--- src/rtl/adc_pkg.sv ---
// Constants for the converter sequencing and readout block
package adc_pkg;
   localparam int CLK_PERIOD_NS = 10;
   localparam int RES_WIDTH = 16;
   localparam int FIFO_DEPTH = 16;
   localparam int CNT_W = 8;

   function automatic int ceil_cyc(input int ns);
      return (ns + CLK_PERIOD_NS - 1) / CLK_PERIOD_NS;
   endfunction : ceil_cyc

   // Conversion and busy timing
   localparam int BUSY_MAX_NS = 1250;
   localparam int BUSY_MAX_CYC = BUSY_MAX_NS / CLK_PERIOD_NS;
   localparam int CONV_CYC = BUSY_MAX_CYC - 10;
   localparam int EOC_TO_BUSY_NS = 10;
   localparam int DATA_TO_BUSY_NS = 12;
   localparam int DATA_TO_BUSY_CYC = ceil_cyc(DATA_TO_BUSY_NS);
   localparam int SYNC_DURING_NS = 525;
   localparam int SYNC_DURING_CYC = SYNC_DURING_NS / CLK_PERIOD_NS;
   localparam int SYNC_TO_BUSY_NS = 25;
   localparam int SYNC_TO_BUSY_CYC = ceil_cyc(SYNC_TO_BUSY_NS);

   // Serial clock phase minima per divider code 00..11
   localparam int SCLK_HIGH_MIN_NS [4] = '{12, 22, 50, 100};
   localparam int SCLK_LOW_MIN_NS [4] = '{7, 21, 49, 99};
   localparam int SYNC_LEAD_MIN_NS [4] = '{3, 17, 17, 17};
   localparam int SYNC_TAIL_MIN_NS [4] = '{3, 55, 130, 290};

   typedef enum logic [3:0] {
      CONV_IDLE = 4'h1,
      CONV_RUN = 4'h2,
      CONV_LOAD = 4'h4,
      CONV_TAIL = 4'h8
   } conv_state_t;

   typedef enum logic [6:0] {
      SER_IDLE = 7'h01,
      SER_LEAD = 7'h02,
      SER_HIGH = 7'h04,
      SER_LOW = 7'h08,
      SER_TAIL = 7'h10,
      SER_BUSY = 7'h20,
      SER_SLAVE = 7'h40
   } ser_state_t;
endpackage : adc_pkg

--- src/rtl/adc_conversion_readout_timing.sv ---
// Converter sequencing, result buffer and parallel/serial readout
`timescale 1ns/10ps
`default_nettype none

module result_fifo #(
   parameter int WIDTH = 16,
   parameter int DEPTH = 16
) (
   input wire logic clk_sys_in,
   input wire logic rst_in,
   input wire logic [WIDTH-1:0] wr_data_in,
   input wire logic wr_valid_in,
   output logic wr_ready_out,
   output logic [WIDTH-1:0] rd_data_out,
   output logic rd_valid_out,
   input wire logic rd_ready_in
);
   localparam int AW = $clog2(DEPTH);
   logic [WIDTH-1:0] mem [DEPTH];
   logic [AW-1:0] wr_ptr_r;
   logic [AW-1:0] rd_ptr_r;
   logic [AW:0] count_r;
   logic push;
   logic pop;

   assign push = wr_valid_in && wr_ready_out;
   assign pop = rd_valid_out && rd_ready_in;
   assign wr_ready_out = (count_r != (AW + 1)'(DEPTH));
   assign rd_valid_out = (count_r != '0);
   assign rd_data_out = mem[rd_ptr_r];

   always_ff @(posedge clk_sys_in) begin
      if (push) begin
         mem[wr_ptr_r] <= wr_data_in;
      end
   end

   always_ff @(posedge clk_sys_in) begin
      if (rst_in) begin
         wr_ptr_r <= '0;
         rd_ptr_r <= '0;
         count_r <= '0;
      end else begin
         if (push) begin
            wr_ptr_r <= (wr_ptr_r == AW'(DEPTH - 1)) ? '0 : wr_ptr_r + 1'b1;
         end
         if (pop) begin
            rd_ptr_r <= (rd_ptr_r == AW'(DEPTH - 1)) ? '0 : rd_ptr_r + 1'b1;
         end
         count_r <= count_r + (AW + 1)'(push) - (AW + 1)'(pop);
      end
   end
endmodule : result_fifo

// Operation
// - Busy rises within 35 ns of start
// - Busy at most 1.25 us outside read-after
// - Parallel data valid within 1.25 us
// - Data valid 12 ns before busy falls
// - Busy falls 10 ns after conversion end
// - Bus driven within 45 ns, released 5-15 ns
// - Read-during frame starts 525 ns after start
// - Read-after frame starts at conversion end
// - Read-after busy falls 25 ns after frame
// - Read-during serial clock 25-40 ns period
// - Divider code sets minimum clock period
// - Divider code sets maximum clock period
// - Read-after busy width bounded per code
// - First clock edge lags frame marker
// - Frame marker held after last edge
// - Chip select high floats serial outputs
// - Slave data updates 3-18 ns after edge
// - Sixteen-bit result without pipeline delay
module adc_conversion_readout_timing
   import adc_pkg::*;
#(
   parameter int WIDTH = RES_WIDTH,
   parameter int DEPTH = FIFO_DEPTH
) (
   input wire logic clk_sys_in,
   input wire logic rst_in,
   input wire logic conversion_start_n_in,
   input wire logic [WIDTH-1:0] sample_data_in,
   input wire logic serial_mode_in,
   input wire logic slave_mode_in,
   input wire logic read_after_in,
   input wire logic [1:0] clock_divider_select_in,
   input wire logic cs_n_in,
   input wire logic rd_n_in,
   input wire logic ext_sclk_in,
   input wire logic serial_data_in,
   output logic busy_out,
   output logic [WIDTH-1:0] data_out,
   output logic data_oe_out,
   output logic sync_out,
   output logic sync_oe_out,
   output logic sclk_out,
   output logic sclk_oe_out,
   output logic serial_data_out,
   output logic serial_data_oe_out
);
   conv_state_t conv_state_r;
   ser_state_t ser_state_r;
   logic start_n_prev_r;
   logic ext_sclk_prev_r;
   logic [CNT_W-1:0] conv_cnt_r;
   logic [CNT_W-1:0] ser_cnt_r;
   logic [4:0] bit_cnt_r;
   logic [WIDTH-1:0] sample_r;
   logic [WIDTH-1:0] result_r;
   logic [WIDTH-1:0] shreg_r;
   logic [1:0] div_r;
   logic push_r;
   logic loaded_r;
   logic handover_r;
   logic fifo_wr_ready;
   logic fifo_rd_valid;
   logic [WIDTH-1:0] fifo_rd_data;
   logic fifo_rd_ready;
   logic start_evt;
   logic master_mode;
   logic frame_during;
   logic frame_after;
   logic conv_done;
   logic ser_done;
   logic [CNT_W-1:0] high_cyc;
   logic [CNT_W-1:0] low_cyc;
   logic [CNT_W-1:0] lead_cyc;
   logic [CNT_W-1:0] tail_cyc;

   // Start is refused while converting or while the buffer is full
   assign start_evt = start_n_prev_r && !conversion_start_n_in
      && conv_state_r == CONV_IDLE && fifo_wr_ready;
   assign master_mode = serial_mode_in && !slave_mode_in;
   assign frame_during = master_mode && !read_after_in && !cs_n_in
      && conv_state_r == CONV_RUN && conv_cnt_r == CNT_W'(SYNC_DURING_CYC);
   assign frame_after = master_mode && read_after_in && !cs_n_in && loaded_r;
   assign conv_done = conv_state_r == CONV_TAIL && conv_cnt_r == '0;
   assign ser_done = ser_state_r == SER_BUSY && ser_cnt_r == '0;
   // Buffer drains only while no master serial frame is using the held result (idle or slave)
   assign fifo_rd_ready = ser_state_r == SER_IDLE || ser_state_r == SER_SLAVE;

   // Read-during always runs at the fastest divider setting
   always_comb begin
      high_cyc = CNT_W'(ceil_cyc(SCLK_HIGH_MIN_NS[div_r]));
      low_cyc = CNT_W'(ceil_cyc(SCLK_LOW_MIN_NS[div_r]));
      lead_cyc = CNT_W'(ceil_cyc(SYNC_LEAD_MIN_NS[div_r]));
      tail_cyc = CNT_W'(ceil_cyc(SYNC_TAIL_MIN_NS[div_r]));
   end

   result_fifo #(
      .WIDTH(WIDTH),
      .DEPTH(DEPTH)
   ) u_fifo (
      .clk_sys_in(clk_sys_in),
      .rst_in(rst_in),
      .wr_data_in(sample_r),
      .wr_valid_in(push_r),
      .wr_ready_out(fifo_wr_ready),
      .rd_data_out(fifo_rd_data),
      .rd_valid_out(fifo_rd_valid),
      .rd_ready_in(fifo_rd_ready)
   );

   always_ff @(posedge clk_sys_in) begin
      if (rst_in) begin
         start_n_prev_r <= 1'b1;
         ext_sclk_prev_r <= 1'b0;
      end else begin
         start_n_prev_r <= conversion_start_n_in;
         ext_sclk_prev_r <= ext_sclk_in;
      end
   end

   // Conversion sequencing
   always_ff @(posedge clk_sys_in) begin
      if (rst_in) begin
         conv_state_r <= CONV_IDLE;
         conv_cnt_r <= '0;
         sample_r <= '0;
         push_r <= 1'b0;
         handover_r <= 1'b0;
      end else begin
         push_r <= 1'b0;
         unique case (conv_state_r)
            CONV_IDLE: begin
               if (start_evt) begin
                  sample_r <= sample_data_in;
                  conv_cnt_r <= '0;
                  conv_state_r <= CONV_RUN;
               end
            end
            CONV_RUN: begin
               conv_cnt_r <= conv_cnt_r + 1'b1;
               if (conv_cnt_r == CNT_W'(CONV_CYC - 1)) begin
                  push_r <= 1'b1;
                  conv_state_r <= CONV_LOAD;
               end
            end
            CONV_LOAD: begin
               if (loaded_r) begin
                  handover_r <= frame_after;
                  conv_cnt_r <= CNT_W'(DATA_TO_BUSY_CYC);
                  conv_state_r <= CONV_TAIL;
               end
            end
            CONV_TAIL: begin
               if (conv_cnt_r != '0) begin
                  conv_cnt_r <= conv_cnt_r - 1'b1;
               end else begin
                  conv_state_r <= CONV_IDLE;
               end
            end
         endcase
      end
   end

   // Held result, refreshed straight from the buffer
   always_ff @(posedge clk_sys_in) begin
      if (rst_in) begin
         result_r <= '0;
         loaded_r <= 1'b0;
      end else begin
         loaded_r <= fifo_rd_valid && fifo_rd_ready;
         if (fifo_rd_valid && fifo_rd_ready) begin
            result_r <= fifo_rd_data;
         end
      end
   end

   // Busy: read-after frames hand the falling edge to the serial side
   always_ff @(posedge clk_sys_in) begin
      if (rst_in) begin
         busy_out <= 1'b0;
      end else if (start_evt) begin
         busy_out <= 1'b1;
      end else if (conv_done && !handover_r) begin
         busy_out <= 1'b0;
      end else if (ser_done) begin
         busy_out <= 1'b0;
      end
   end

   // Parallel port
   always_ff @(posedge clk_sys_in) begin
      if (rst_in) begin
         data_out <= '0;
         data_oe_out <= 1'b0;
      end else begin
         data_out <= result_r;
         data_oe_out <= !serial_mode_in && !cs_n_in && !rd_n_in;
      end
   end

   // Serial framing, clocking and shifting
   always_ff @(posedge clk_sys_in) begin
      if (rst_in) begin
         ser_state_r <= SER_IDLE;
         ser_cnt_r <= '0;
         bit_cnt_r <= '0;
         shreg_r <= '0;
         div_r <= 2'h0;
         sync_out <= 1'b0;
         sclk_out <= 1'b0;
         serial_data_out <= 1'b0;
      end else begin
         unique case (ser_state_r)
            SER_IDLE: begin
               sync_out <= 1'b0;
               sclk_out <= 1'b0;
               if (serial_mode_in && slave_mode_in && !cs_n_in) begin
                  shreg_r <= result_r;
                  serial_data_out <= result_r[WIDTH-1];
                  ser_state_r <= SER_SLAVE;
               end else if (frame_during || frame_after) begin
                  div_r <= read_after_in ? clock_divider_select_in : 2'h0;
                  // Held result: the buffer head has already moved past it
                  shreg_r <= result_r;
                  serial_data_out <= result_r[WIDTH-1];
                  sync_out <= 1'b1;
                  bit_cnt_r <= '0;
                  ser_cnt_r <= '0;
                  ser_state_r <= SER_LEAD;
               end
            end
            SER_LEAD: begin
               ser_cnt_r <= ser_cnt_r + 1'b1;
               if (ser_cnt_r + 1'b1 >= lead_cyc) begin
                  ser_cnt_r <= '0;
                  sclk_out <= 1'b1;
                  ser_state_r <= SER_HIGH;
               end
            end
            SER_HIGH: begin
               ser_cnt_r <= ser_cnt_r + 1'b1;
               if (ser_cnt_r + 1'b1 >= high_cyc) begin
                  ser_cnt_r <= '0;
                  sclk_out <= 1'b0;
                  bit_cnt_r <= bit_cnt_r + 1'b1;
                  shreg_r <= {shreg_r[WIDTH-2:0], 1'b0};
                  serial_data_out <= shreg_r[WIDTH-2];
                  ser_state_r <= (bit_cnt_r == 5'(WIDTH - 1)) ? SER_TAIL : SER_LOW;
               end
            end
            SER_LOW: begin
               ser_cnt_r <= ser_cnt_r + 1'b1;
               if (ser_cnt_r + 1'b1 >= low_cyc) begin
                  ser_cnt_r <= '0;
                  sclk_out <= 1'b1;
                  ser_state_r <= SER_HIGH;
               end
            end
            SER_TAIL: begin
               ser_cnt_r <= ser_cnt_r + 1'b1;
               if (ser_cnt_r + 1'b1 >= tail_cyc) begin
                  sync_out <= 1'b0;
                  ser_cnt_r <= CNT_W'(SYNC_TO_BUSY_CYC - 1);
                  ser_state_r <= read_after_in ? SER_BUSY : SER_IDLE;
               end
            end
            SER_BUSY: begin
               if (ser_cnt_r != '0) begin
                  ser_cnt_r <= ser_cnt_r - 1'b1;
               end else begin
                  ser_state_r <= SER_IDLE;
               end
            end
            SER_SLAVE: begin
               if (cs_n_in || !slave_mode_in) begin
                  ser_state_r <= SER_IDLE;
               end else if (ext_sclk_prev_r && !ext_sclk_in) begin
                  shreg_r <= {shreg_r[WIDTH-2:0], serial_data_in};
                  serial_data_out <= shreg_r[WIDTH-2];
               end
            end
            default: begin
               ser_state_r <= SER_IDLE;
            end
         endcase
      end
   end

   // Output enables follow chip select within one cycle
   always_ff @(posedge clk_sys_in) begin
      if (rst_in) begin
         sync_oe_out <= 1'b0;
         sclk_oe_out <= 1'b0;
         serial_data_oe_out <= 1'b0;
      end else begin
         sync_oe_out <= master_mode && !cs_n_in;
         sclk_oe_out <= master_mode && !cs_n_in;
         serial_data_oe_out <= serial_mode_in && !cs_n_in;
      end
   end
endmodule : adc_conversion_readout_timing

`default_nettype wire

--- config.mk ---
export PLATFORM = sky130hd
export DESIGN_NAME = adc_conversion_readout_timing
export DESIGN_NICKNAME = d
export VERILOG_FILES = /design/src/rtl/adc_pkg.sv /design/src/rtl/adc_conversion_readout_timing.sv
export SDC_FILE = /design/constraint.sdc
export NUM_CORES = 1
export LEC_CHECK = 0
export ABC_CLOCK_PERIOD_IN_PS = 8900
export BUFFER_PORTS_ARGS = -buffer_cell sky130_fd_sc_hd__buf_2
export CAP_MARGIN = 20
export CORE_MARGIN = 5
export CORE_UTILIZATION = 30
export CTS_CLUSTER_SIZE = 24
export DETAILED_ROUTE_END_ITERATION = 10
export HOLD_SLACK_MARGIN = 0.06
export REMOVE_ABC_BUFFERS = 1
export SETUP_SLACK_MARGIN = 0.3
export SLEW_MARGIN = 0
export SYNTH_ARGS = -nofsm -noshare
export SYNTH_HDL_FRONTEND = slang
export SYNTH_SLANG_ARGS = --single-unit
--- constraint.sdc ---
create_clock -name clk_sys_in -period 8.9 [get_ports clk_sys_in]
set_clock_uncertainty 0.2 [all_clocks]
set_input_delay 0.89 -clock clk_sys_in [delete_from_list [all_inputs] [get_ports clk_sys_in]]
set_output_delay 0.89 -clock clk_sys_in [all_outputs]
set_load 0.01 [all_outputs]
==> out/summary.txt, run 1 <==
status -> finished, final reports clean
post-CTS setup repair buffer count -> 0
fin util -> 0.347
routability cong. -> 0.811
fmax -> 259 MHz
Fillers -> 5084
HPWL reported at the end of detailed placement -> 21600 um
total congestion overflow -> 0
synthesized flop and latch total -> 378
CP Launch Type -> flip-flop
initial core utilization -> 0.304
hold_buf cts -> 0
Total GRT Usage -> 0.119
Inserted Clock Buffers -> 38
fin. max-slew vios -> 0
Die Area -> 58100 um^2
Wirelength per Cell -> 18.7 um
row count -> 84
Netlist cell types -> 69
Tcrit/Tclk final -> 0.434
Synth warnings -> 0
PwrDens -> 256 nW/um^2
clk slew on worst S/H paths -> 0.06 ns
1st-iter DRT viols -> 820
Detail Route Antenna Nets -> 0
core area -> 52800 um^2
first-pass GRT wire length -> 54000 um
largest net degree at the start of global routing -> 69
Slew @ Worst Pin -> 1.03 ns
Avg Cell Area, Syn -> 14.5 um^2
maximum fanout along the worst path -> 10
DR pass1 iterations -> 5
vias per cell -> 4.90
TritonCTS clock tree -> built
EDFF count, synth -> 256
most common cell after layout, fill and taps aside -> edfxtp_1
H-tree depth -> 2
highest-count cells in the layout ignoring fill and taps -> 256 x edfxtp_1, 123 x nor2_1, 120 x dfxtp_1
clock buffer depth -> 3
Max-cap violations -> 0
ANT cells -> 0
Gates resized, CTS repair -> 0
final hold violations -> 0
Post-DP Area -> 17100 um^2
WS Path Type -> flip-flop to flip-flop
setup TNS -> 0 ns
Critical Path AT -> 4.08 ns
Crit. End Element -> flip-flop
RSZ-0062 raised after global routing -> no
DRC Markers -> 0
Setup-failing EPs final -> 0
Post-Syn Area -> 16000 um^2
vias in the first global route -> 9273
nets -> 1239
IO Port Bufs -> 51
register area share after synthesis -> 0.632
fraction of layout cells with a size suffix above 1 -> 0.199
clock sink count -> 378
CP required -> 9.12 ns
slew margin rel. -> 0.297
Synth async-reset ratio -> 0
drt total wl -> 35100 um
# IOs -> 52
min Tclk post-route -> 3.86 ns
chip height -> 241 um
initial antenna violation count -> 0
Area Overhead vs Synth -> 14.2%
via count -> 9223
LEAKAGE -> 6.27 nW
final std cell area, no fill -> 18300 um^2
HP Class -> flip-flop to flip-flop
Clk Latency, worst-skew pair -> 0.54 ns
Primary FF master, synth -> edfxtp_1
Root Buffer -> clkbuf_16
Die X -> 241 um
post-synthesis cell count -> 1108
Peak VDD IR -> 0.000143 V
==> state kept, by name (all words and copies together), names as in the netlist, 7 cells and up <==
| register | count |
|---|---|
| u_fifo.mem | 256 |
| data_out | 16 |
| result_r | 16 |
| sample_r | 16 |
| shreg_r | 15 |
| conv_cnt_r | 8 |
| ser_cnt_r | 8 |
| ser_state_r | 7 |
==> layer usage <==
metal	global-route usage	wire length, um	vias to the layer above
met5	0	0	-
met3	0.0192	1810	40
li1	-	-	4329
met1	0.163	15800	4614
met2	0.201	17000	240
met4	0.0280	541	0
==> synthesized netlist by cell type, types with 18 or more instances <==
cell	n	area (um^2)
nand2_1	37	139
inv_1	39	146
nor2_1	124	465
clkbuf_1	46	173
nor3_1	18	90.1
nor2b_1	26	163
a21oi_1	34	170
a211oi_1	21	158
edfxtp_1	256	7690
dfxtp_1	122	2440
ha_1	45	563
mux4_2	80	1800
o21ai_0	26	130
mux2i_1	49	490
==> worst max-delay path, stage by stage (launching register included) <==
cell	delay, ns
dfxtp_1	0.57
ha_1	0.35
nand3_1	0.12
xor2_1	0.35
inv_1	0.12
ha_1	0.32
a21oi_1	0.13
o21ai_0	0.16
a2111oi_0	0.78
or3b_4	0.29
nor2_1	0.05
mux2_2	0.30
==> power by group <==
group | leakage (nW) | switching, W | total (W) | internal, W
Combinational | 2.31 | 0.000529 | 0.00104 | 0.000511
Clock | 0.569 | 0.000654 | 0.00148 | 0.000831
Sequential | 3.39 | 0.000142 | 0.00216 | 0.00202
Total | 6.27 | 0.00132 | 0.00468 | 0.00336
==> cell families (layout without fill, tap and decap cells) <==
group | Yosys count | in the layout | share of synthesized area
muxes | 130 | 130 | 0.144
AOI/OAI and AO/OA | 134 | 134 | 0.0563
adders and majority gates | 48 | 48 | 0.0383
xor gates and xnor gates | 21 | 21 | 0.0115
and+or+nand+nor | 297 | 297 | 0.0936
buffers and inverters | 100 | 185 | 0.0243
DFF | 378 | 378 | 0.632
==> layout make-up <==
type / instances / area [um^2] / share of cell area
timing repair buffer: 77 / 453 / 0.0248
clock inverter: 14 / 92.6 / 0.00506
inverter: 39 / 146 / 0.00800
clock buffer: 55 / 1050 / 0.0577
multi-input combinational: 630 / 5550 / 0.303
tap: 688 / 861 / 0.0471
sequential: 378 / 10100 / 0.554
==> stage by stage <==
stage	cells	power, W	hold WS [ns]	setup WS [ns]
floorplan	1047	0.00297	0.233	4.48
global placement	1812	0.00323	0.260	5.20
detailed placement	1812	0.00325	0.270	5.10
CTS	1881	0.00475	0.276	5.06
global route	1881	0.00493	0.301	4.68
finish	1881	0.00468	0.278	5.04
==> path summary, 6_finish.rpt <==
kind                    endpoint  depth (start not counted)    startpoint  slack, ns
setup / recovery  ser_state_r[3]                         11  ser_cnt_r[0]       5.04
hold / removal        handover_r                          2    handover_r       0.28
setup reg to reg  ser_state_r[3]                         11  ser_cnt_r[0]       5.04
hold reg to reg       handover_r                          2    handover_r       0.28
(Power assumes the default switching activity.)
==> run 2: changes to the inputs <==
--- a/config.mk
+++ b/config.mk
@@ -5,7 +5,7 @@
 export SDC_FILE = /design/constraint.sdc
 export NUM_CORES = 1
 export LEC_CHECK = 0
-export ABC_CLOCK_PERIOD_IN_PS = 8900
+export ABC_CLOCK_PERIOD_IN_PS = 4000
 export BUFFER_PORTS_ARGS = -buffer_cell sky130_fd_sc_hd__buf_2
 export CAP_MARGIN = 20
 export CORE_MARGIN = 5
==> constraint.sdc (replaced) <==
create_clock -name clk_sys_in -period 4 [get_ports clk_sys_in]
set_clock_uncertainty 0.2 [all_clocks]
set_input_delay 0.4 -clock clk_sys_in [delete_from_list [all_inputs] [get_ports clk_sys_in]]
set_output_delay 0.4 -clock clk_sys_in [all_outputs]
set_load 0.01 [all_outputs]
==> run 2 against run 1 <==
Clock power increased by 150%. Cell count is 2.3% higher. Total power grew 130%. Combinational power increased by 130%. Sequential cell count is the same. First-iteration DRC count decreased by 19%. Global-route usage increased by 0.41 points. Die area unchanged. Via count is 2.9% higher.
==> out/summary.txt, run 2 (synthesis results as in run 1) <==
via count -> 9491 (+2.9%)
HPWL reported at the end of detailed placement -> 22500 um (+4.4%)
TritonCTS clock tree -> built
total power -> 0.0109 W (+130%)
fraction of layout cells with a size suffix above 1 -> 0.214 (+0.0149)
Clk Latency, worst-skew pair -> 0.55 ns (about the same)
clock buffer depth -> 3 (unchanged)
CP required -> 4.28 ns (-4.84 ns)
row count -> 84 (unchanged)
Slew @ Worst Pin -> 0.936 ns (-0.0920 ns)
Max-cap violations -> 0 (unchanged)
Die X -> 241 um (unchanged)
status -> finished, final reports clean
setup TNS -> 0 ns (unchanged)
Inserted Clock Buffers -> 40 (+5.3%)
Wirelength per Cell -> 18.8 um (+0.62%)
nets -> 1280 (+3.3%)
final hold violations -> 0 (unchanged)
HP Class -> input port to flip-flop
delay-heaviest family, CP -> simple AND/OR/NAND/NOR gates
Cells after DPL -> 1825 (+0.72%)
min Tclk post-route -> 3.49 ns (-0.376 ns)
Detail Route Antenna Nets -> 0 (unchanged)
Critical-path top delay cell -> or4_4
DR pass1 iterations -> 5 (unchanged)
vias per cell -> 4.93 (+0.61%)
Total GRT Usage -> 0.123 (+0.00409)
filler-free cell count of the finished design -> 1924 (+2.3%)
maximum fanout along the worst path -> 6 (-4)
chip height -> 241 um (unchanged)
most frequent CP cell -> ha_1
IO Port Bufs -> 51 (unchanged)
RSZ-0062 raised after global routing -> no
core area -> 52800 um^2 (unchanged)
Peak VDD IR -> 0.000357 V (+150%)
Die Area -> 58100 um^2 (unchanged)
crit path buf inv count -> 2 (+1)
LEAKAGE -> 6.53 nW (+4.3%)
CP Launch Type -> flip-flop
vias in the first global route -> 9382 (+1.2%)
drt total wl -> 36200 um (+2.9%)
initial core utilization -> 0.304 (unchanged)
fin. max-slew vios -> 0 (unchanged)
Area Overhead vs Synth -> 17.7%
largest reg by FF count -> u_fifo.mem
total congestion overflow -> 0 (unchanged)
slew margin rel. -> 0.376 (+0.0790)
ANT cells -> 0 (unchanged)
most common cell after layout, fill and taps aside -> edfxtp_1
fmax -> 287 MHz (+11%)
flip-flop count of the largest register after layout -> 256 (unchanged)
Setup-failing EPs final -> 0 (unchanged)
initial antenna violation count -> 0 (unchanged)
Root Buffer -> clkbuf_16
routability cong. -> 0.806 (-0.58%)
final std cell area, no fill -> 18900 um^2 (+3.1%)
clk slew on worst S/H paths -> 0.07 ns (about the same)
clock sink count -> 378 (unchanged)
DRC Markers -> 0 (unchanged)
ordered cell list for the critical path -> inv_1 > ha_1 > or2_2 > a311oi_1 > ha_1 > nand2_1 > o21ai_1 > a2111oi_0 > buf_4 > or3b_4 > or4_4 > a21oi_2
Crit. End Element -> flip-flop
largest net degree at the start of global routing -> 63 (-8.7%)
WS Path Type -> flip-flop to flip-flop
H-tree depth -> 2 (unchanged)
Post-Place Worst Slack -> 0.377 ns (-4.73 ns)
first-pass GRT wire length -> 55900 um (+3.5%)
Critical Path AT -> 3.76 ns (-0.32 ns)
Post-DP Area -> 17300 um^2 (+0.72%)
# IOs -> 52 (unchanged)
PwrDens -> 577 nW/um^2 (+130%)
CP peak stage delay -> 0.51 ns (-0.27 ns)
final worst slack -> 0.513 ns (-4.52 ns)
highest-count cells in the layout ignoring fill and taps -> 256 x edfxtp_1, 123 x nor2_1, 119 x dfxtp_1
1st-iter DRT viols -> 662 (-19%)
Tcrit/Tclk final -> 0.872 (+0.438)
-- run 2: cell types whose count changed in the layout (fill, tap and decap cells not counted), sizes merged --
| cell | previous run | this run |
|---|---|---|
| buf | 77 | 90 |
| bufinv | 0 | 3 |
| clkbuf | 55 | 52 |
| clkinvlp | 0 | 3 |
| dlygate4sd3 | 0 | 26 |
| inv | 40 | 41 |
-- run 2: repair_timing --
item / 4_1_cts / 5_1_grt
hold buffers: 26 / 0
setup buffers: 0 / 0
endpoints found under the hold margin: 23 / 0
gates resized for setup: 0 / 4
endpoints found under the setup margin: 0 / 25
-- run 2: worst paths after layout --
| check | from | to | slack [ns] | cells after the start |
|---|---|---|---|---|
| max | div_r[0] | ser_state_r[2] | 0.51 | 12 |
| min | clock_divider_select_in[0] | div_r[0] | 0.09 | 5 |
| max reg2reg | div_r[0] | ser_state_r[2] | 0.51 | 12 |
| min reg2reg | handover_r | handover_r | 0.27 | 2 |
-- run 2: final cells by class --
class	instances	area [um^2]
clock inverter	21	235
tap	688	861
multi-input combinational	630	5550
clock buffer	52	1090
timing repair buffer	116	836
inverter	39	146
sequential	378	10100
fill	5099	33900
-- run 2: report_power, final --
part / internal, W / switching, W
clock: 0.00214 / 0.00155
combinational: 0.00117 / 0.00118
sequential: 0.00449 / 0.000352
-- run 2: metrics by stage --
stage                     hold slack, ns  utilization
after floorplan                    0.233            -
after global placement             0.259        0.327
after detailed placement           0.271        0.327
after CTS                         0.0811        0.357
after global routing               0.112        0.357
final                             0.0946        0.357
-- run 2: routing by layer --
| metal | GRT usage | part of all wire | routed length [um] | up-vias |
|---|---|---|---|---|
| met5 | 0 | 0 | 0 | - |
| met4 | 0.0248 | 0.015 | 531 | 0 |
| met3 | 0.0227 | 0.045 | 1640 | 45 |
| met2 | 0.198 | 0.47 | 17100 | 208 |
| met1 | 0.177 | 0.47 | 16900 | 4813 |
| li1 | - | - | - | 4425 |
-- run 2: tightest hold or removal path, stage by stage --
cell and delay, ns:
buf_2 0.08, nand2_1 0.06, nor2_1 0.12, a21oi_1 0.05
nor2_1 0.07
